===== src/verilog/ppe_cfg.svh =====
`ifndef PPE_CFG_SVH
`define PPE_CFG_SVH

// ==========================================================
// Clock
`define PPE_CLK_PERIOD_NS     10

// ==========================================================
// Register offsets within the addressed page
`define PPE_OFS_PAGE          8'h00
`define PPE_OFS_STAT_A        8'h50
`define PPE_OFS_STAT_B        8'h51
`define PPE_OFS_EVT_A         8'h52
`define PPE_OFS_EVT_B         8'h53
`define PPE_OFS_MASK_A        8'h54
`define PPE_OFS_MASK_B        8'h55
`define PPE_OFS_CTRL          8'h56

// ==========================================================
// Field positions
`define PPE_BIT_AUTO_RET      7
`define PPE_BIT_WMODE         6
`define PPE_BIT_LOCK          7
`define PPE_BIT_OVL_B         5
`define PPE_BIT_OVL_A         4

// ==========================================================
// Reset values and writable bits
`define PPE_RST_PAGE          8'h00
`define PPE_RST_MASK_A        8'h00
`define PPE_RST_MASK_B        8'h00
`define PPE_RST_CTRL          8'h00
`define PPE_WMASK_PAGE        8'hC7
`define PPE_WMASK_EVT_A       8'h5F
`define PPE_WMASK_EVT_B       8'h3F

// ==========================================================
// Locked configuration window, full addresses
`define PPE_LOCK_LO           10'h0D0
`define PPE_LOCK_HI           10'h14F

// ==========================================================
// Voltage step intervals in ns, codes 00 to 11
`define PPE_STEP_T0_NS        4000
`define PPE_STEP_T1_NS        2000
`define PPE_STEP_T2_NS        1000
`define PPE_STEP_T3_NS        500
`define PPE_STEP_CNT_W        9

// ==========================================================
// Debounce times in us, codes 001 to 111
`define PPE_DEB_T1_US         100
`define PPE_DEB_T2_US         1000
`define PPE_DEB_T3_US         10000
`define PPE_DEB_T4_US         50000
`define PPE_DEB_T5_US         250000
`define PPE_DEB_T6_US         500000
`define PPE_DEB_T7_US         1000000
`define PPE_DEB_CNT_W         27

// ==========================================================
// Synchronised input vector width
`define PPE_SYNC_W            14

`endif


===== src/verilog/ppe_pkg.sv =====
`include "ppe_cfg.svh"

package ppe_pkg;

  // Debouncer state
  typedef struct packed {
    logic                         level;
    logic [`PPE_DEB_CNT_W-1:0]    cnt;
  } ppe_deb_t;

  // Sticky event bank state
  typedef struct packed {
    logic [7:0] flags;
    logic [7:0] held;
  } ppe_evt_t;

  // Register block state
  typedef struct packed {
    logic [7:0]                   page;
    logic [7:0]                   mask_a;
    logic [7:0]                   mask_b;
    logic [7:0]                   ctrl;
    logic [`PPE_SYNC_W-1:0]       s1;
    logic [`PPE_SYNC_W-1:0]       s2;
    logic [`PPE_SYNC_W-1:0]       s3;
    logic [`PPE_SYNC_W-1:0]       lvl;
    logic [4:0]                   deb_prev;
    logic [8:0]                   mon_prev;
    logic                         st_req;
    logic                         st_we;
    logic                         st_ok;
    logic [9:0]                   st_addr;
    logic [7:0]                   st_wdata;
    logic                         ext_wr;
    logic                         ext_rd;
    logic [7:0]                   rdata;
    logic                         rvalid;
    logic                         repeat_write;
    logic [`PPE_STEP_CNT_W-1:0]   step_cnt_a;
    logic [`PPE_STEP_CNT_W-1:0]   step_cnt_b;
    logic                         step_a;
    logic                         step_b;
  } ppe_state_t;

endpackage


===== src/verilog/ppe_debounce.sv =====
`timescale 1ns/100ps
`default_nettype none
`include "ppe_cfg.svh"

module ppe_debounce (
  input  wire logic                      clk_i,
  input  wire logic                      rst_i,
  input  wire logic                      raw_i,
  input  wire logic                      enable_i,
  input  wire logic [`PPE_DEB_CNT_W-1:0] limit_i,
  output logic                           level_o
);

  ppe_pkg::ppe_deb_t s;
  ppe_pkg::ppe_deb_t next_s;

  // ==========================================================
  // Level follows input once stable for limit plus one cycles
  always_comb begin
    next_s = s;
    if (raw_i == s.level) begin
      next_s.cnt = '0;
    end else if (!enable_i || s.cnt >= limit_i) begin
      next_s.level = raw_i;
      next_s.cnt   = '0;
    end else begin
      next_s.cnt = s.cnt + `PPE_DEB_CNT_W'(1);
    end
  end

  // State register
  always_ff @(posedge clk_i or posedge rst_i) begin
    if (rst_i) begin
      s <= '0;
    end else begin
      s <= next_s;
    end
  end

  assign level_o = s.level;

endmodule
`default_nettype wire


===== src/verilog/ppe_event_bank.sv =====
`timescale 1ns/100ps
`default_nettype none

module ppe_event_bank (
  input  wire logic       clk_i,
  input  wire logic       rst_i,
  input  wire logic [7:0] set_i,
  input  wire logic       clr_wr_i,
  input  wire logic [7:0] clr_data_i,
  output logic [7:0]      flags_o
);

  ppe_pkg::ppe_evt_t s;
  ppe_pkg::ppe_evt_t next_s;

  // ==========================================================
  // Clear by written ones; events during a clear wait a cycle
  always_comb begin
    next_s = s;
    if (clr_wr_i) begin
      next_s.flags = s.flags & ~clr_data_i;
      next_s.held  = s.held | set_i;
    end else begin
      next_s.flags = s.flags | set_i | s.held;
      next_s.held  = '0;
    end
  end

  // State register
  always_ff @(posedge clk_i or posedge rst_i) begin
    if (rst_i) begin
      s <= '0;
    end else begin
      s <= next_s;
    end
  end

  assign flags_o = s.flags;

endmodule
`default_nettype wire


===== src/verilog/ppe_regs.sv =====
`timescale 1ns/100ps
`default_nettype none
`include "ppe_cfg.svh"

module ppe_regs #(
  parameter int DEB_CYC_1 = `PPE_DEB_T1_US * 1000 / `PPE_CLK_PERIOD_NS,
  parameter int DEB_CYC_2 = `PPE_DEB_T2_US * 1000 / `PPE_CLK_PERIOD_NS,
  parameter int DEB_CYC_3 = `PPE_DEB_T3_US * 1000 / `PPE_CLK_PERIOD_NS,
  parameter int DEB_CYC_4 = `PPE_DEB_T4_US * 1000 / `PPE_CLK_PERIOD_NS,
  parameter int DEB_CYC_5 = `PPE_DEB_T5_US * 1000 / `PPE_CLK_PERIOD_NS,
  parameter int DEB_CYC_6 = `PPE_DEB_T6_US * 1000 / `PPE_CLK_PERIOD_NS,
  parameter int DEB_CYC_7 = `PPE_DEB_T7_US * 1000 / `PPE_CLK_PERIOD_NS
) (
  input  wire logic       clk_i,
  input  wire logic       rst_i,
  input  wire logic       four_wire_i,
  input  wire logic       acc_req_i,
  input  wire logic       acc_we_i,
  input  wire logic [7:0] acc_addr_i,
  input  wire logic [7:0] acc_wdata_i,
  input  wire logic       acc_end_i,
  output logic [7:0]      rdata_o,
  output logic            rvalid_o,
  output logic [9:0]      ext_addr_o,
  output logic [7:0]      ext_wdata_o,
  output logic            ext_wr_o,
  output logic            ext_rd_o,
  input  wire logic [7:0] ext_rdata_i,
  output logic            repeat_write_o,
  input  wire logic [4:0] general_input_i,
  input  wire logic [4:0] input_active_high_i,
  input  wire logic [4:0] input_debounce_en_i,
  input  wire logic       io_supply_undervoltage_i,
  input  wire logic       rail_a_ramping_i,
  input  wire logic       rail_b_ramping_i,
  input  wire logic       rail_a_current_limit_i,
  input  wire logic       rail_b_current_limit_i,
  input  wire logic       thermal_shutdown_flag_i,
  input  wire logic       thermal_warning_flag_i,
  input  wire logic       rail_a_in_range_i,
  input  wire logic       rail_b_in_range_i,
  output logic            rail_a_step_o,
  output logic            rail_b_step_o,
  output logic            interrupt_out_n_o
);

  // ==========================================================
  // Helpers

  localparam int STEP_CYC_0 = `PPE_STEP_T0_NS / `PPE_CLK_PERIOD_NS;
  localparam int STEP_CYC_1 = `PPE_STEP_T1_NS / `PPE_CLK_PERIOD_NS;
  localparam int STEP_CYC_2 = `PPE_STEP_T2_NS / `PPE_CLK_PERIOD_NS;
  localparam int STEP_CYC_3 = `PPE_STEP_T3_NS / `PPE_CLK_PERIOD_NS;

  // Step interval in cycles, minus one, for a rate code
  function automatic logic [`PPE_STEP_CNT_W-1:0] step_last(input logic [1:0] code);
    logic [`PPE_STEP_CNT_W-1:0] r;
    unique case (code)
      2'b00: r = `PPE_STEP_CNT_W'(STEP_CYC_0 - 1);
      2'b01: r = `PPE_STEP_CNT_W'(STEP_CYC_1 - 1);
      2'b10: r = `PPE_STEP_CNT_W'(STEP_CYC_2 - 1);
      2'b11: r = `PPE_STEP_CNT_W'(STEP_CYC_3 - 1);
    endcase
    return r;
  endfunction

  // Page plus offset to {valid, full address}
  function automatic logic [10:0] map_addr(input logic [2:0] pg, input logic fw, input logic [7:0] a);
    logic [10:0] r;
    r = '0;
    if (!fw) begin
      unique case (pg[2:1])
        2'b00: r = {1'b1, 2'b00, a};
        2'b01: r = {~a[7], 3'b010, a[6:0]};
        2'b10: r = {~a[7], 3'b100, a[6:0]};
        2'b11: r = '0;
      endcase
    end else begin
      case (pg)
        3'b000:  r = {~a[7], 3'b000, a[6:0]};
        3'b001:  r = {~a[7], 3'b001, a[6:0]};
        3'b010:  r = {~a[7], 3'b010, a[6:0]};
        3'b100:  r = {~a[7], 3'b100, a[6:0]};
        default: r = '0;
      endcase
    end
    return r;
  endfunction

  ppe_pkg::ppe_state_t s;
  ppe_pkg::ppe_state_t next_s;

  // ==========================================================
  // Input debouncing and event banks

  logic [4:0]                 deb_lvl;
  logic [`PPE_DEB_CNT_W-1:0]  deb_limit;
  logic [7:0]                 evt_a;
  logic [7:0]                 evt_b;
  logic [7:0]                 set_a;
  logic [7:0]                 set_b;
  logic                       clr_a;
  logic                       clr_b;

  // Debounce time from control field
  always_comb begin
    unique case (s.ctrl[2:0])
      3'b000: deb_limit = '0;
      3'b001: deb_limit = `PPE_DEB_CNT_W'(DEB_CYC_1);
      3'b010: deb_limit = `PPE_DEB_CNT_W'(DEB_CYC_2);
      3'b011: deb_limit = `PPE_DEB_CNT_W'(DEB_CYC_3);
      3'b100: deb_limit = `PPE_DEB_CNT_W'(DEB_CYC_4);
      3'b101: deb_limit = `PPE_DEB_CNT_W'(DEB_CYC_5);
      3'b110: deb_limit = `PPE_DEB_CNT_W'(DEB_CYC_6);
      3'b111: deb_limit = `PPE_DEB_CNT_W'(DEB_CYC_7);
    endcase
  end

  // One debouncer per general input
  genvar gi;
  generate
    for (gi = 0; gi < 5; gi++) begin : g_deb
      ppe_debounce u_deb (
        .clk_i    (clk_i),
        .rst_i    (rst_i),
        .raw_i    (s.lvl[gi]),
        .enable_i (input_debounce_en_i[gi] && (s.ctrl[2:0] != 3'h0)),
        .limit_i  (deb_limit),
        .level_o  (deb_lvl[gi])
      );
    end
  endgenerate

  // Event sources from accepted levels
  logic [4:0] act_now;
  logic [4:0] act_prev;
  logic [8:0] mon_now;
  logic [8:0] mon_rise;
  logic [8:0] mon_fall;

  always_comb begin
    act_now  = deb_lvl ^ ~input_active_high_i;
    act_prev = s.deb_prev ^ ~input_active_high_i;
    mon_now  = s.lvl[13:5];
    mon_rise = mon_now & ~s.mon_prev;
    mon_fall = ~mon_now & s.mon_prev;
    set_a    = {1'b0, mon_rise[0], 1'b0, act_now & ~act_prev};
    set_b    = {2'b00,
                mon_rise[4] & ~s.mask_b[`PPE_BIT_OVL_B],
                mon_rise[3] & ~s.mask_b[`PPE_BIT_OVL_A],
                mon_rise[5], mon_rise[6],
                mon_fall[8], mon_fall[7]};
    clr_a    = s.st_req && s.st_we && s.st_ok && s.st_addr == {2'b00, `PPE_OFS_EVT_A};
    clr_b    = s.st_req && s.st_we && s.st_ok && s.st_addr == {2'b00, `PPE_OFS_EVT_B};
  end

  ppe_event_bank u_evt_a (
    .clk_i      (clk_i),
    .rst_i      (rst_i),
    .set_i      (set_a),
    .clr_wr_i   (clr_a),
    .clr_data_i (s.st_wdata & `PPE_WMASK_EVT_A),
    .flags_o    (evt_a)
  );

  ppe_event_bank u_evt_b (
    .clk_i      (clk_i),
    .rst_i      (rst_i),
    .set_i      (set_b),
    .clr_wr_i   (clr_b),
    .clr_data_i (s.st_wdata & `PPE_WMASK_EVT_B),
    .flags_o    (evt_b)
  );

  // ==========================================================
  // Status views and register decode

  logic [7:0]  stat_a;
  logic [7:0]  stat_b;
  logic [10:0] map;
  logic        own_page;
  logic        own_p0;
  logic        locked;
  logic [7:0]  rd_mux;

  always_comb begin
    stat_a   = {3'b000, deb_lvl};
    stat_b   = {~s.lvl[7], ~s.lvl[6],
                s.lvl[9], s.lvl[8],
                s.lvl[10], s.lvl[11],
                s.lvl[13], s.lvl[12]};
    map      = map_addr(s.page[2:0], four_wire_i, acc_addr_i);
    own_page = s.st_addr[6:0] == 7'h00 && s.st_addr[7] == (four_wire_i && s.st_addr[9:8] == 2'b00 && s.page[0]);
    own_p0   = s.st_addr[9:8] == 2'b00 && s.st_addr[7:3] == 5'h0A && s.st_addr[2:0] != 3'h7;
    locked   = s.ctrl[`PPE_BIT_LOCK] && s.st_addr >= `PPE_LOCK_LO && s.st_addr <= `PPE_LOCK_HI;
    rd_mux   = ext_rdata_i;
    if (own_page) begin
      rd_mux = s.page & `PPE_WMASK_PAGE;
    end else if (own_p0) begin
      unique case (s.st_addr[2:0])
        3'h0: rd_mux = stat_a;
        3'h1: rd_mux = stat_b;
        3'h2: rd_mux = evt_a;
        3'h3: rd_mux = evt_b;
        3'h4: rd_mux = s.mask_a;
        3'h5: rd_mux = s.mask_b;
        3'h6: rd_mux = s.ctrl;
        3'h7: rd_mux = '0;
      endcase
    end
  end

  // ==========================================================
  // Next state

  always_comb begin
    next_s = s;
    // Three-stage sampling, accepted when stages two and three agree
    next_s.s1  = {rail_b_in_range_i, rail_a_in_range_i, thermal_warning_flag_i, thermal_shutdown_flag_i,
                  rail_b_current_limit_i, rail_a_current_limit_i, rail_b_ramping_i, rail_a_ramping_i,
                  io_supply_undervoltage_i, general_input_i};
    next_s.s2  = s.s1;
    next_s.s3  = s.s2;
    next_s.lvl = (s.s2 & s.s3) | (s.lvl & (s.s2 | s.s3));
    next_s.deb_prev = deb_lvl;
    next_s.mon_prev = mon_now;

    // Stage one: latch the decoded request
    next_s.st_req   = acc_req_i;
    next_s.st_we    = acc_we_i;
    next_s.st_ok    = map[10];
    next_s.st_addr  = map[9:0];
    next_s.st_wdata = acc_wdata_i;

    // Stage two: act on it
    next_s.ext_wr = 1'b0;
    next_s.ext_rd = 1'b0;
    next_s.rvalid = 1'b0;
    if (acc_req_i && map[10]) begin
      next_s.ext_rd = !acc_we_i;
    end
    if (s.st_req) begin
      next_s.rvalid = !s.st_we;
      next_s.rdata  = s.st_ok ? rd_mux : 8'h00;
      if (s.st_we && s.st_ok) begin
        if (own_page) begin
          next_s.page = s.st_wdata & `PPE_WMASK_PAGE;
        end else if (own_p0) begin
          unique case (s.st_addr[2:0])
            3'h4: next_s.mask_a = s.st_wdata & `PPE_WMASK_EVT_A;
            3'h5: next_s.mask_b = s.st_wdata & `PPE_WMASK_EVT_B;
            3'h6: next_s.ctrl   = s.st_wdata;
            default: next_s.ctrl = s.ctrl;                   // Offsets 0 to 3: no register change here; writes to 2 and 3 clear events via clr_a/clr_b
          endcase
        end else if (!locked) begin
          next_s.ext_wr = 1'b1;
        end
      end
    end

    // Page field returns to zero after the access
    if (acc_end_i && s.page[`PPE_BIT_AUTO_RET]) begin
      next_s.page[2:0] = 3'b000;
    end

    // Multi-byte write mode seen only by the two-wire engine
    next_s.repeat_write = !four_wire_i && next_s.page[`PPE_BIT_WMODE];

    // Voltage step timers per rail
    next_s.step_a = 1'b0;
    next_s.step_b = 1'b0;
    if (s.step_cnt_a >= step_last(s.ctrl[4:3])) begin
      next_s.step_cnt_a = '0;
      next_s.step_a     = 1'b1;
    end else begin
      next_s.step_cnt_a = s.step_cnt_a + `PPE_STEP_CNT_W'(1);
    end
    if (s.step_cnt_b >= step_last(s.ctrl[6:5])) begin
      next_s.step_cnt_b = '0;
      next_s.step_b     = 1'b1;
    end else begin
      next_s.step_cnt_b = s.step_cnt_b + `PPE_STEP_CNT_W'(1);
    end
  end

  // State register
  always_ff @(posedge clk_i or posedge rst_i) begin
    if (rst_i) begin
      s        <= '0;
      s.page   <= `PPE_RST_PAGE;
      s.mask_a <= `PPE_RST_MASK_A;
      s.mask_b <= `PPE_RST_MASK_B;
      s.ctrl   <= `PPE_RST_CTRL;
    end else begin
      s <= next_s;
    end
  end

  // ==========================================================
  // Outputs

  // External strobe follows stage-one address and data
  assign ext_addr_o     = s.st_addr;
  assign ext_wdata_o    = s.st_wdata;
  assign ext_wr_o       = s.ext_wr;
  assign ext_rd_o       = s.st_req && !s.st_we && s.st_ok && !own_page && !own_p0;
  assign rdata_o        = s.rdata;
  assign rvalid_o       = s.rvalid;
  assign repeat_write_o = s.repeat_write;
  assign rail_a_step_o  = s.step_a;
  assign rail_b_step_o  = s.step_b;

  // Active-low interrupt from unmasked sticky events
  assign interrupt_out_n_o = !(|(evt_a & ~s.mask_a) || |(evt_b & ~s.mask_b));

endmodule
`default_nettype wire


===== config.mk =====
export PLATFORM = sky130hd
export DESIGN_NAME = ppe_regs
export DESIGN_NICKNAME = d
export VERILOG_FILES = /design/src/verilog/ppe_pkg.sv /design/src/verilog/ppe_debounce.sv /design/src/verilog/ppe_event_bank.sv /design/src/verilog/ppe_regs.sv
export VERILOG_INCLUDE_DIRS = /design/src /design/src/verilog
export SDC_FILE = /design/constraint.sdc
export NUM_CORES = 1
export LEC_CHECK = 0
export BUFFER_PORTS_ARGS = -buffer_cell sky130_fd_sc_hd__buf_2
export CAP_MARGIN = 20
export CORE_ASPECT_RATIO = 1.5
export CORE_MARGIN = 5
export CORE_UTILIZATION = 60
export CTS_BUF_LIST = sky130_fd_sc_hd__clkbuf_16
export CTS_CLUSTER_SIZE = 20
export DETAILED_ROUTE_END_ITERATION = 16
export PLACE_DENSITY = 0.78
export SLEW_MARGIN = 10
export SYNTH_ARGS = -nofsm -noshare
export SYNTH_HDL_FRONTEND = slang
export SYNTH_SLANG_ARGS = --single-unit

===== constraint.sdc =====
create_clock -name clk_i -period 14.3 [get_ports clk_i]
set_input_delay 2.86 -clock clk_i [delete_from_list [all_inputs] [get_ports clk_i]]
set_output_delay 2.86 -clock clk_i [all_outputs]
set_load 0.1 [all_outputs]

==> results by group, run 1 <==
Run status
  • Status: finished clean

Synthesis
  • Synth Warn #: 0
  • Synthesis-stage register bit count: 313
  • Sequential share of the synthesized area: 0.475
  • Prevailing post-synth register cell: dfrtp_1
  • Netlist cell types: 68
  • Syn Area/Cell: 10.2 um^2
  • Post-synth EDFFs: 0
  • Top cells by area, synth: dfrtp_1, ha_1, nor2_1
  • Synth top area share: 0.475
  • Async set-or-reset flop fraction in the synthesized netlist: 1.00
  • Cell area after synthesis: 16500 um^2
  • Syn Inst Count: 1624
  • Syn Nets: 1833
  • Post-synth top area cell: dfrtp_1

STA
  • Setup Skew: 12.7 ps
  • Fmax: 134 MHz
  • Final setup viols: 0
  • Final hold slack: 347 ps
  • TNS Setup: 0 ps
  • Period utilization: 0.522
  • Worst slew pin tran: 1140 ps
  • Final Hold Viols: 0
  • RSZ-0062 raised after global routing: false
  • Final slew viol count: 0
  • Slew HR: 0.237
  • Final Critical Period: 7470 ps

Placement
  • Placer Congestion: 0.929
  • Final HPWL DP: 27300 um
  • PortBufs: 86

Cells and area
  • P&R area growth vs syn: 9.60%
  • Area of the multi-input gates: 8010 um^2
  • Most frequent cells in the layout: dfrtp_1, nor2_1, ha_1, nand2_1, buf_2
  • Fraction of layout instances using a drive strength above 1: 0.105
  • Filler cells: 2137
  • Net count, final: 1899
  • Commonest non-fill, non-tap cell in the layout: dfrtp_1
  • FF/Latch Area: 7830 um^2

Clock network
  • CTS tree: built
  • Clock transition at path regs: 60 ps
  • Htree depth: 1
  • Clk sinks: 313
  • Post-CTS setup repair buffer count: 0
  • Clock Latency Late Sink: 570 ps
  • Hold_buf cts: 0
  • TritonCTS buffer count: 30
  • Clock root buffer: clkbuf_16
  • Cts repair resizes: 0
  • Clock Path Buffers: 3

Critical path
  • CP startpoint kind: input pin
  • Critical-path top delay cell: buf_2
  • Most frequent CP cell: buf_2
  • Critical-path cell list: buf_2 -> and2_1 -> a21o_1 -> a211oi_2 -> buf_4 -> or2_2 -> nor3_1 -> buf_2
  • Max FO, Critical Path: 12
  • Required @ worst endpoint: 11440 ps
  • Arrival time at the worst endpoint: 4610 ps
  • Worst stage delay on the critical path: 460 ps
  • Crit Path Category: input pin to output pin
  • CP Capture Type: output pin

Floorplan
  • Starting Density: 0.606
  • Die extent in x: 145 um
  • Die area: 31000 um^2
  • Core Area: 27200 um^2
  • IO Pins: 87
  • Die height: 213 um
  • Rows: 74

Routing
  • Detail Route Antenna Nets: 0
  • Vias per cell: 5.95
  • Vias: 12220
  • Iter 0 DRT Violations: 801
  • First-pass DRT Iterations: 5
  • Final Routed Wirelength: 38400 um
  • Post-route DRC: 0
  • Per-cell routed wire length: 18.7 um

Worst hold path
  • Hold Path Class: flip-flop to flip-flop

Global routing
  • First-pass GRT wire length: 63700 um
  • Vias in the first global route: 12617
  • Tot GR Track Use: 0.250
  • Antenna violations before repair: 0
  • Largest net degree at the start of global routing: 190
  • Grt total ovfl: 0

Power and ir drop
  • Pleak: 8.22 nW
  • Power density cells: 111 nW/um^2
  • IR drop worst, VDD: 114 uV

Run
  • Number of max-cap violations: 0
==> layer usage <==
| metal | vias up | GRT usage | wire length (um) |
|---|---|---|---|
| li1 | 5766 | - | - |
| met5 | - | 0 | 0 |
| met3 | 108 | 0.0321 | 1790 |
| met2 | 335 | 0.456 | 19700 |
| met1 | 6011 | 0.291 | 15100 |
| met4 | 0 | 0.121 | 1890 |
==> power by group <==
part	leakage, nW	internal (W)	total (W)	switching, W
Clock	0.500	0.000480	0.000819	0.000339
Combinational	3.67	0.0000784	0.000216	0.000137
Sequential	4.05	0.000924	0.000970	0.0000460
Total	8.22	0.00148	0.00200	0.000522
==> stage by stage <==
stage	cell area (um^2)	setup slack (ps)	total power, W	util	cells
after floorplan	16500	2780	0.00114	-	1624
after global placement	17100	6900	0.00119	0.627	1999
after detailed placement	17100	6850	0.00120	0.627	1999
after CTS	18100	6830	0.00202	0.664	2052
after global routing	18100	6740	0.00209	0.664	2053
final	18100	6830	0.00200	0.664	2054
==> critical path: cells and delay by family <==
kind                   cells  cell delay, ps
and+or+nand+nor            3             770
buffers and inverters      3             750
AOI/OAI and AO/OA          2             220
==> Yosys cell counts (18+ instances only) <==
library cell,instances
xnor2_1,73
nor2_1,252
clkbuf_1,18
mux2_2,27
nor2b_1,20
xor2_1,70
nand3_1,68
nor3_1,33
inv_1,73
buf_4,29
a21oi_1,70
nand2_1,107
and3_1,26
nand4_1,44
o21ai_0,45
dfrtp_1,313
ha_1,155
==> cell type report <==
type	count	share of cell area
Antenna cell	1	0.000138
Multi-Input combinational cell	1176	0.443
Clock inverter	22	0.0127
Timing Repair Buffer	96	0.0285
Clock buffer	31	0.0429
Sequential cell	313	0.433
Tap cell	342	0.0237
Inverter	73	0.0156
==> cells by family after synthesis <==
logic type      Yosys count  synth area share
fa+ha+maj               170             0.127
xor+xnor                143            0.0759
flops                   313             0.475
mux                      36            0.0247
buf+inv                 135            0.0395
simple gates            606             0.172
compound gates          221            0.0863
==> final timing paths <==
path                                       start                            end  slack, ps  cells after the start
max                                  four_wire_i                       ext_rd_o       6830                      8
min                        next_s[103]$_DFF_PP0_           next_s[89]$_DFF_PP0_        350                      0
max reg2reg                   s[125]$_DFFE_PP0P_  g_deb[2].u_deb.s[7]$_DFF_PP0_       9850                      9
max in group asynchronous                  rst_i  g_deb[2].u_deb.s[8]$_DFF_PP0_      10330                      3
min reg2reg                next_s[103]$_DFF_PP0_           next_s[89]$_DFF_PP0_        350                      0
min in group asynchronous                  rst_i           next_s[96]$_DFF_PP0_       2470                      2
==> registers in the layout, summed over array words and instances, names as in the netlist, 6 cells and up <==
| name | count |
|---|---|
| u_evt_b.s | 6 |
| ext_addr_o | 10 |
| u_evt_b.flags_o | 8 |
| mon_now | 9 |
| u_evt_a.s | 6 |
| rdata_o | 8 |
| s | 77 |
| next_s | 28 |
| g_deb.u_deb.s | 135 |
| ext_wdata_o | 8 |
| u_evt_a.flags_o | 8 |
No activity file was read; power rests on OpenSTA's default activity.
==> run 2: changes to the inputs <==
- ABC_AREA: unset -> 1
- CORE_UTILIZATION: 60 -> 57
- clock period: 14.3 -> 6.35 ns (I/O delays scaled with it)
==> run 2 against run 1 <==
Total power up 130%; highest routed layer unchanged; sequential cell count unchanged; critical path type is now flip-flop to flip-flop; non-clock buffer count shrank 6; routed wire length increased by 24%; synthesized cell count up 43%.
==> results by group, run 2 <==
Run status
  • Status: finished clean

Routing
  • Iter 0 DRT Violations: 1082 (+35%)
  • Detail Route Antenna Nets: 0 (unchanged)
  • Vias per cell: 5.54 (-6.9%)
  • Vias: 15651 (+28%)
  • First-pass DRT Iterations: 8 (+3)
  • Final Routed Wirelength: 47900 um (+24%)
  • Per-cell routed wire length: 16.9 um (-9.5%)
  • Post-route DRC: 0 (unchanged)

Floorplan
  • Core Area: 31900 um^2 (+17%)
  • Starting Density: 0.579 (-0.0272)
  • IO Pins: 87 (unchanged)
  • Die height: 230 um (+8.2%)
  • Die extent in x: 157 um (+8.0%)
  • Rows: 80 (+8.1%)
  • Die area: 36200 um^2 (+17%)

Global routing
  • Antenna violations before repair: 0 (unchanged)
  • Grt total ovfl: 0 (unchanged)
  • Vias in the first global route: 15827 (+25%)
  • Tot GR Track Use: 0.264 (+0.0138)
  • Largest net degree at the start of global routing: 134 (-29%)
  • First-pass GRT wire length: 77000 um (+21%)

STA
  • Final slew viol count: 0 (unchanged)
  • Slew HR: 0.236 (-0.00129)
  • TNS Setup: 0 ps (unchanged)
  • Final hold slack: 345 ps (-2.07 ps)
  • Setup Skew: 15.9 ps (+3.23 ps)
  • Final Hold Viols: 0 (unchanged)
  • Fmax: 253 MHz
  • RSZ-0062 raised after global routing: false
  • Final Critical Period: 3950 ps
  • Period utilization: 0.622
  • Final setup viols: 0 (unchanged)
  • Worst slew pin tran: 1130 ps (-10.1 ps)

Synthesis
  • Netlist cell types: 48 (-29%)
  • Post-synth top area cell: dfrtp_1
  • Top post-synthesis cells by count: nand2_1, nor2_1, dfrtp_1
  • Async set-or-reset flop fraction in the synthesized netlist: 1.00 (unchanged)
  • Synthesis-stage register bit count: 313 (unchanged)
  • Synth top area share: 0.424 (-0.0510)
  • Syn Inst Count: 2320 (+43%)
  • Top cells by area, synth: dfrtp_1, nand2_1, ha_1
  • Synth Warn #: 0 (unchanged)
  • Syn Nets: 2529 (+38%)
  • Post-synth EDFFs: 0 (unchanged)
  • Syn Area/Cell: 7.96 um^2 (-22%)
  • Sequential share of the synthesized area: 0.424 (-0.0510)
  • Prevailing post-synth register cell: dfrtp_1
  • Most common cell in the netlist: nand2_1
  • Cell area after synthesis: 18500 um^2 (+12%)

Critical path
  • CP startpoint kind: flip-flop
  • Worst stage delay on the critical path: 640 ps (+180 ps)
  • Crit path launch: s[124]$_DFFE_PP0P_
  • Critical R2R Launch: s[124]$_DFFE_PP0P_
  • Crit Path Category: flip-flop to flip-flop
  • Max FO, Critical Path: 22 (+10)
  • CP Capture Type: flip-flop
  • Critical-path cell list: inv_1 -> ha_1 -> nand2_1 -> o21ai_0 -> ha_1 -> nand2_1 -> nand2_1 -> a21oi_1 -> nand2_1 -> nand2_1 -> nand3_1 -> nor2_1 -> nand3_1 -> nor2_1
  • Required @ worst endpoint: 6820 ps (-4620 ps)
  • Critical-path top delay cell: nand3_1
  • Most frequent CP cell: nand2_1
  • Arrival time at the worst endpoint: 4420 ps (-190 ps)

Power and ir drop
  • IR drop worst, VDD: 210 uV (+83%)
  • Pleak: 9.88 nW (+20%)
  • Power density cells: 225 nW/um^2 (+100%)

Clock network
  • Clk sinks: 313 (unchanged)
  • Clock Latency Late Sink: 570 ps (about the same)
  • Cts repair resizes: 0 (unchanged)
  • CTS tree: built
  • Clock transition at path regs: 70 ps (about the same)
  • Post-CTS setup repair buffer count: 0 (unchanged)
  • TritonCTS buffer count: 31 (+3.3%)
  • Clock Path Buffers: 3 (unchanged)
  • Hold_buf cts: 0 (unchanged)
  • Clock root buffer: clkbuf_16
  • Htree depth: 1 (unchanged)

Cells and area
  • # diodes: 0 (-1)
  • Non-filler cells, final: 2827 (+38%)
  • Largest register FFs: 135 (unchanged)
  • Fraction of layout instances using a drive strength above 1: 0.0765 (-0.0281)
  • P&R area growth vs syn: 9.15%
  • Most frequent cells in the layout: nand2_1, nor2_1, dfrtp_1, inv_1, ha_1
  • Reg with most FFs: g_deb.u_deb.s
  • Commonest non-fill, non-tap cell in the layout: nand2_1
  • Net count, final: 2602 (+37%)

Placement
  • Final HPWL DP: 36300 um (+33%)
  • Post-placement cell count: 2770 (+39%)
  • PortBufs: 86 (unchanged)
  • Placer Congestion: 0.974 (+4.8%)

Worst hold path
  • Hold Path Class: flip-flop to flip-flop
  • HP Start: next_s[96]$_DFF_PP0_

Run
  • Number of max-cap violations: 0 (unchanged)
run 2: cell type report:
cell class                 instances  area [um^2]
tap                              410          513
clock buffer                      31          776
clock inverter                    26          254
multi-input combinational       1660         9200
timing repair buffer              90          473
inverter                         297         1120
fill                            2738        11800
sequential                       313         7830
run 2: cells by family (layout without fill, tap and decap cells):
kind of cell | after synthesis | count (layout) | share of synthesized area
XOR/XNOR | 100 | 100 | 0.0474
AO/OA/AOI/OAI | 184 | 184 | 0.0599
buffers and inverters | 347 | 444 | 0.0782
adder cells (fa/ha/maj) | 169 | 169 | 0.113
flip-flops | 313 | 313 | 0.424
AND/OR/NAND/NOR | 1207 | 1207 | 0.278
run 2: path summary, 6_finish.rpt:
kind | slack, ps | cells past startpoint | endpoint
worst max-delay path | 2400 | 14 | g_deb[0].u_deb.s[24]$_DFF_PP0_
worst min-delay path | 340 | 0 | next_s[82]$_DFF_PP0_
worst max register to register | 2400 | 14 | g_deb[0].u_deb.s[24]$_DFF_PP0_
worst min register to register | 340 | 0 | next_s[82]$_DFF_PP0_
max in group asynchronous | 4060 | 4 | s[130]$_DFFE_PP0P_
min in group asynchronous | 680 | 2 | g_deb[4].u_deb.s[25]$_DFF_PP0_
run 2: critical path: cells and delay by family, from the launching register on:
family,cells,cell delay (ps)
and+or+nand+nor,9,1710
adders and majority gates,2,840
AOI/OAI and AO/OA,2,610
buffers and inverters,1,200
DFF,1,490
run 2: report_power, final:
| group | leakage [nW] | internal (W) | total, W | switching (W) |
|---|---|---|---|---|
| combinational | 5.34 | 0.000155 | 0.000516 | 0.000362 |
| sequential | 4.04 | 0.00208 | 0.00216 | 0.0000812 |
| clock | 0.497 | 0.00106 | 0.00186 | 0.000799 |
run 2: metrics by stage:
step | area (um^2) | setup WS (ps) | utilization | power (W)
finish | 20200 | 2400 | 0.632 | 0.00453
global route | 20200 | 2090 | 0.632 | 0.00473
CTS | 20200 | 2450 | 0.632 | 0.00457
detailed placement | 19100 | 2490 | 0.599 | 0.00271
global placement | 19100 | 2540 | 0.599 | 0.00268
floorplan | 18500 | 911 | - | 0.00257
run 2: routing by layer:
layer  share of wire  track usage
met5               0            0
met4           0.060        0.140
met3           0.057       0.0311
met2            0.52        0.483
met1            0.36        0.294
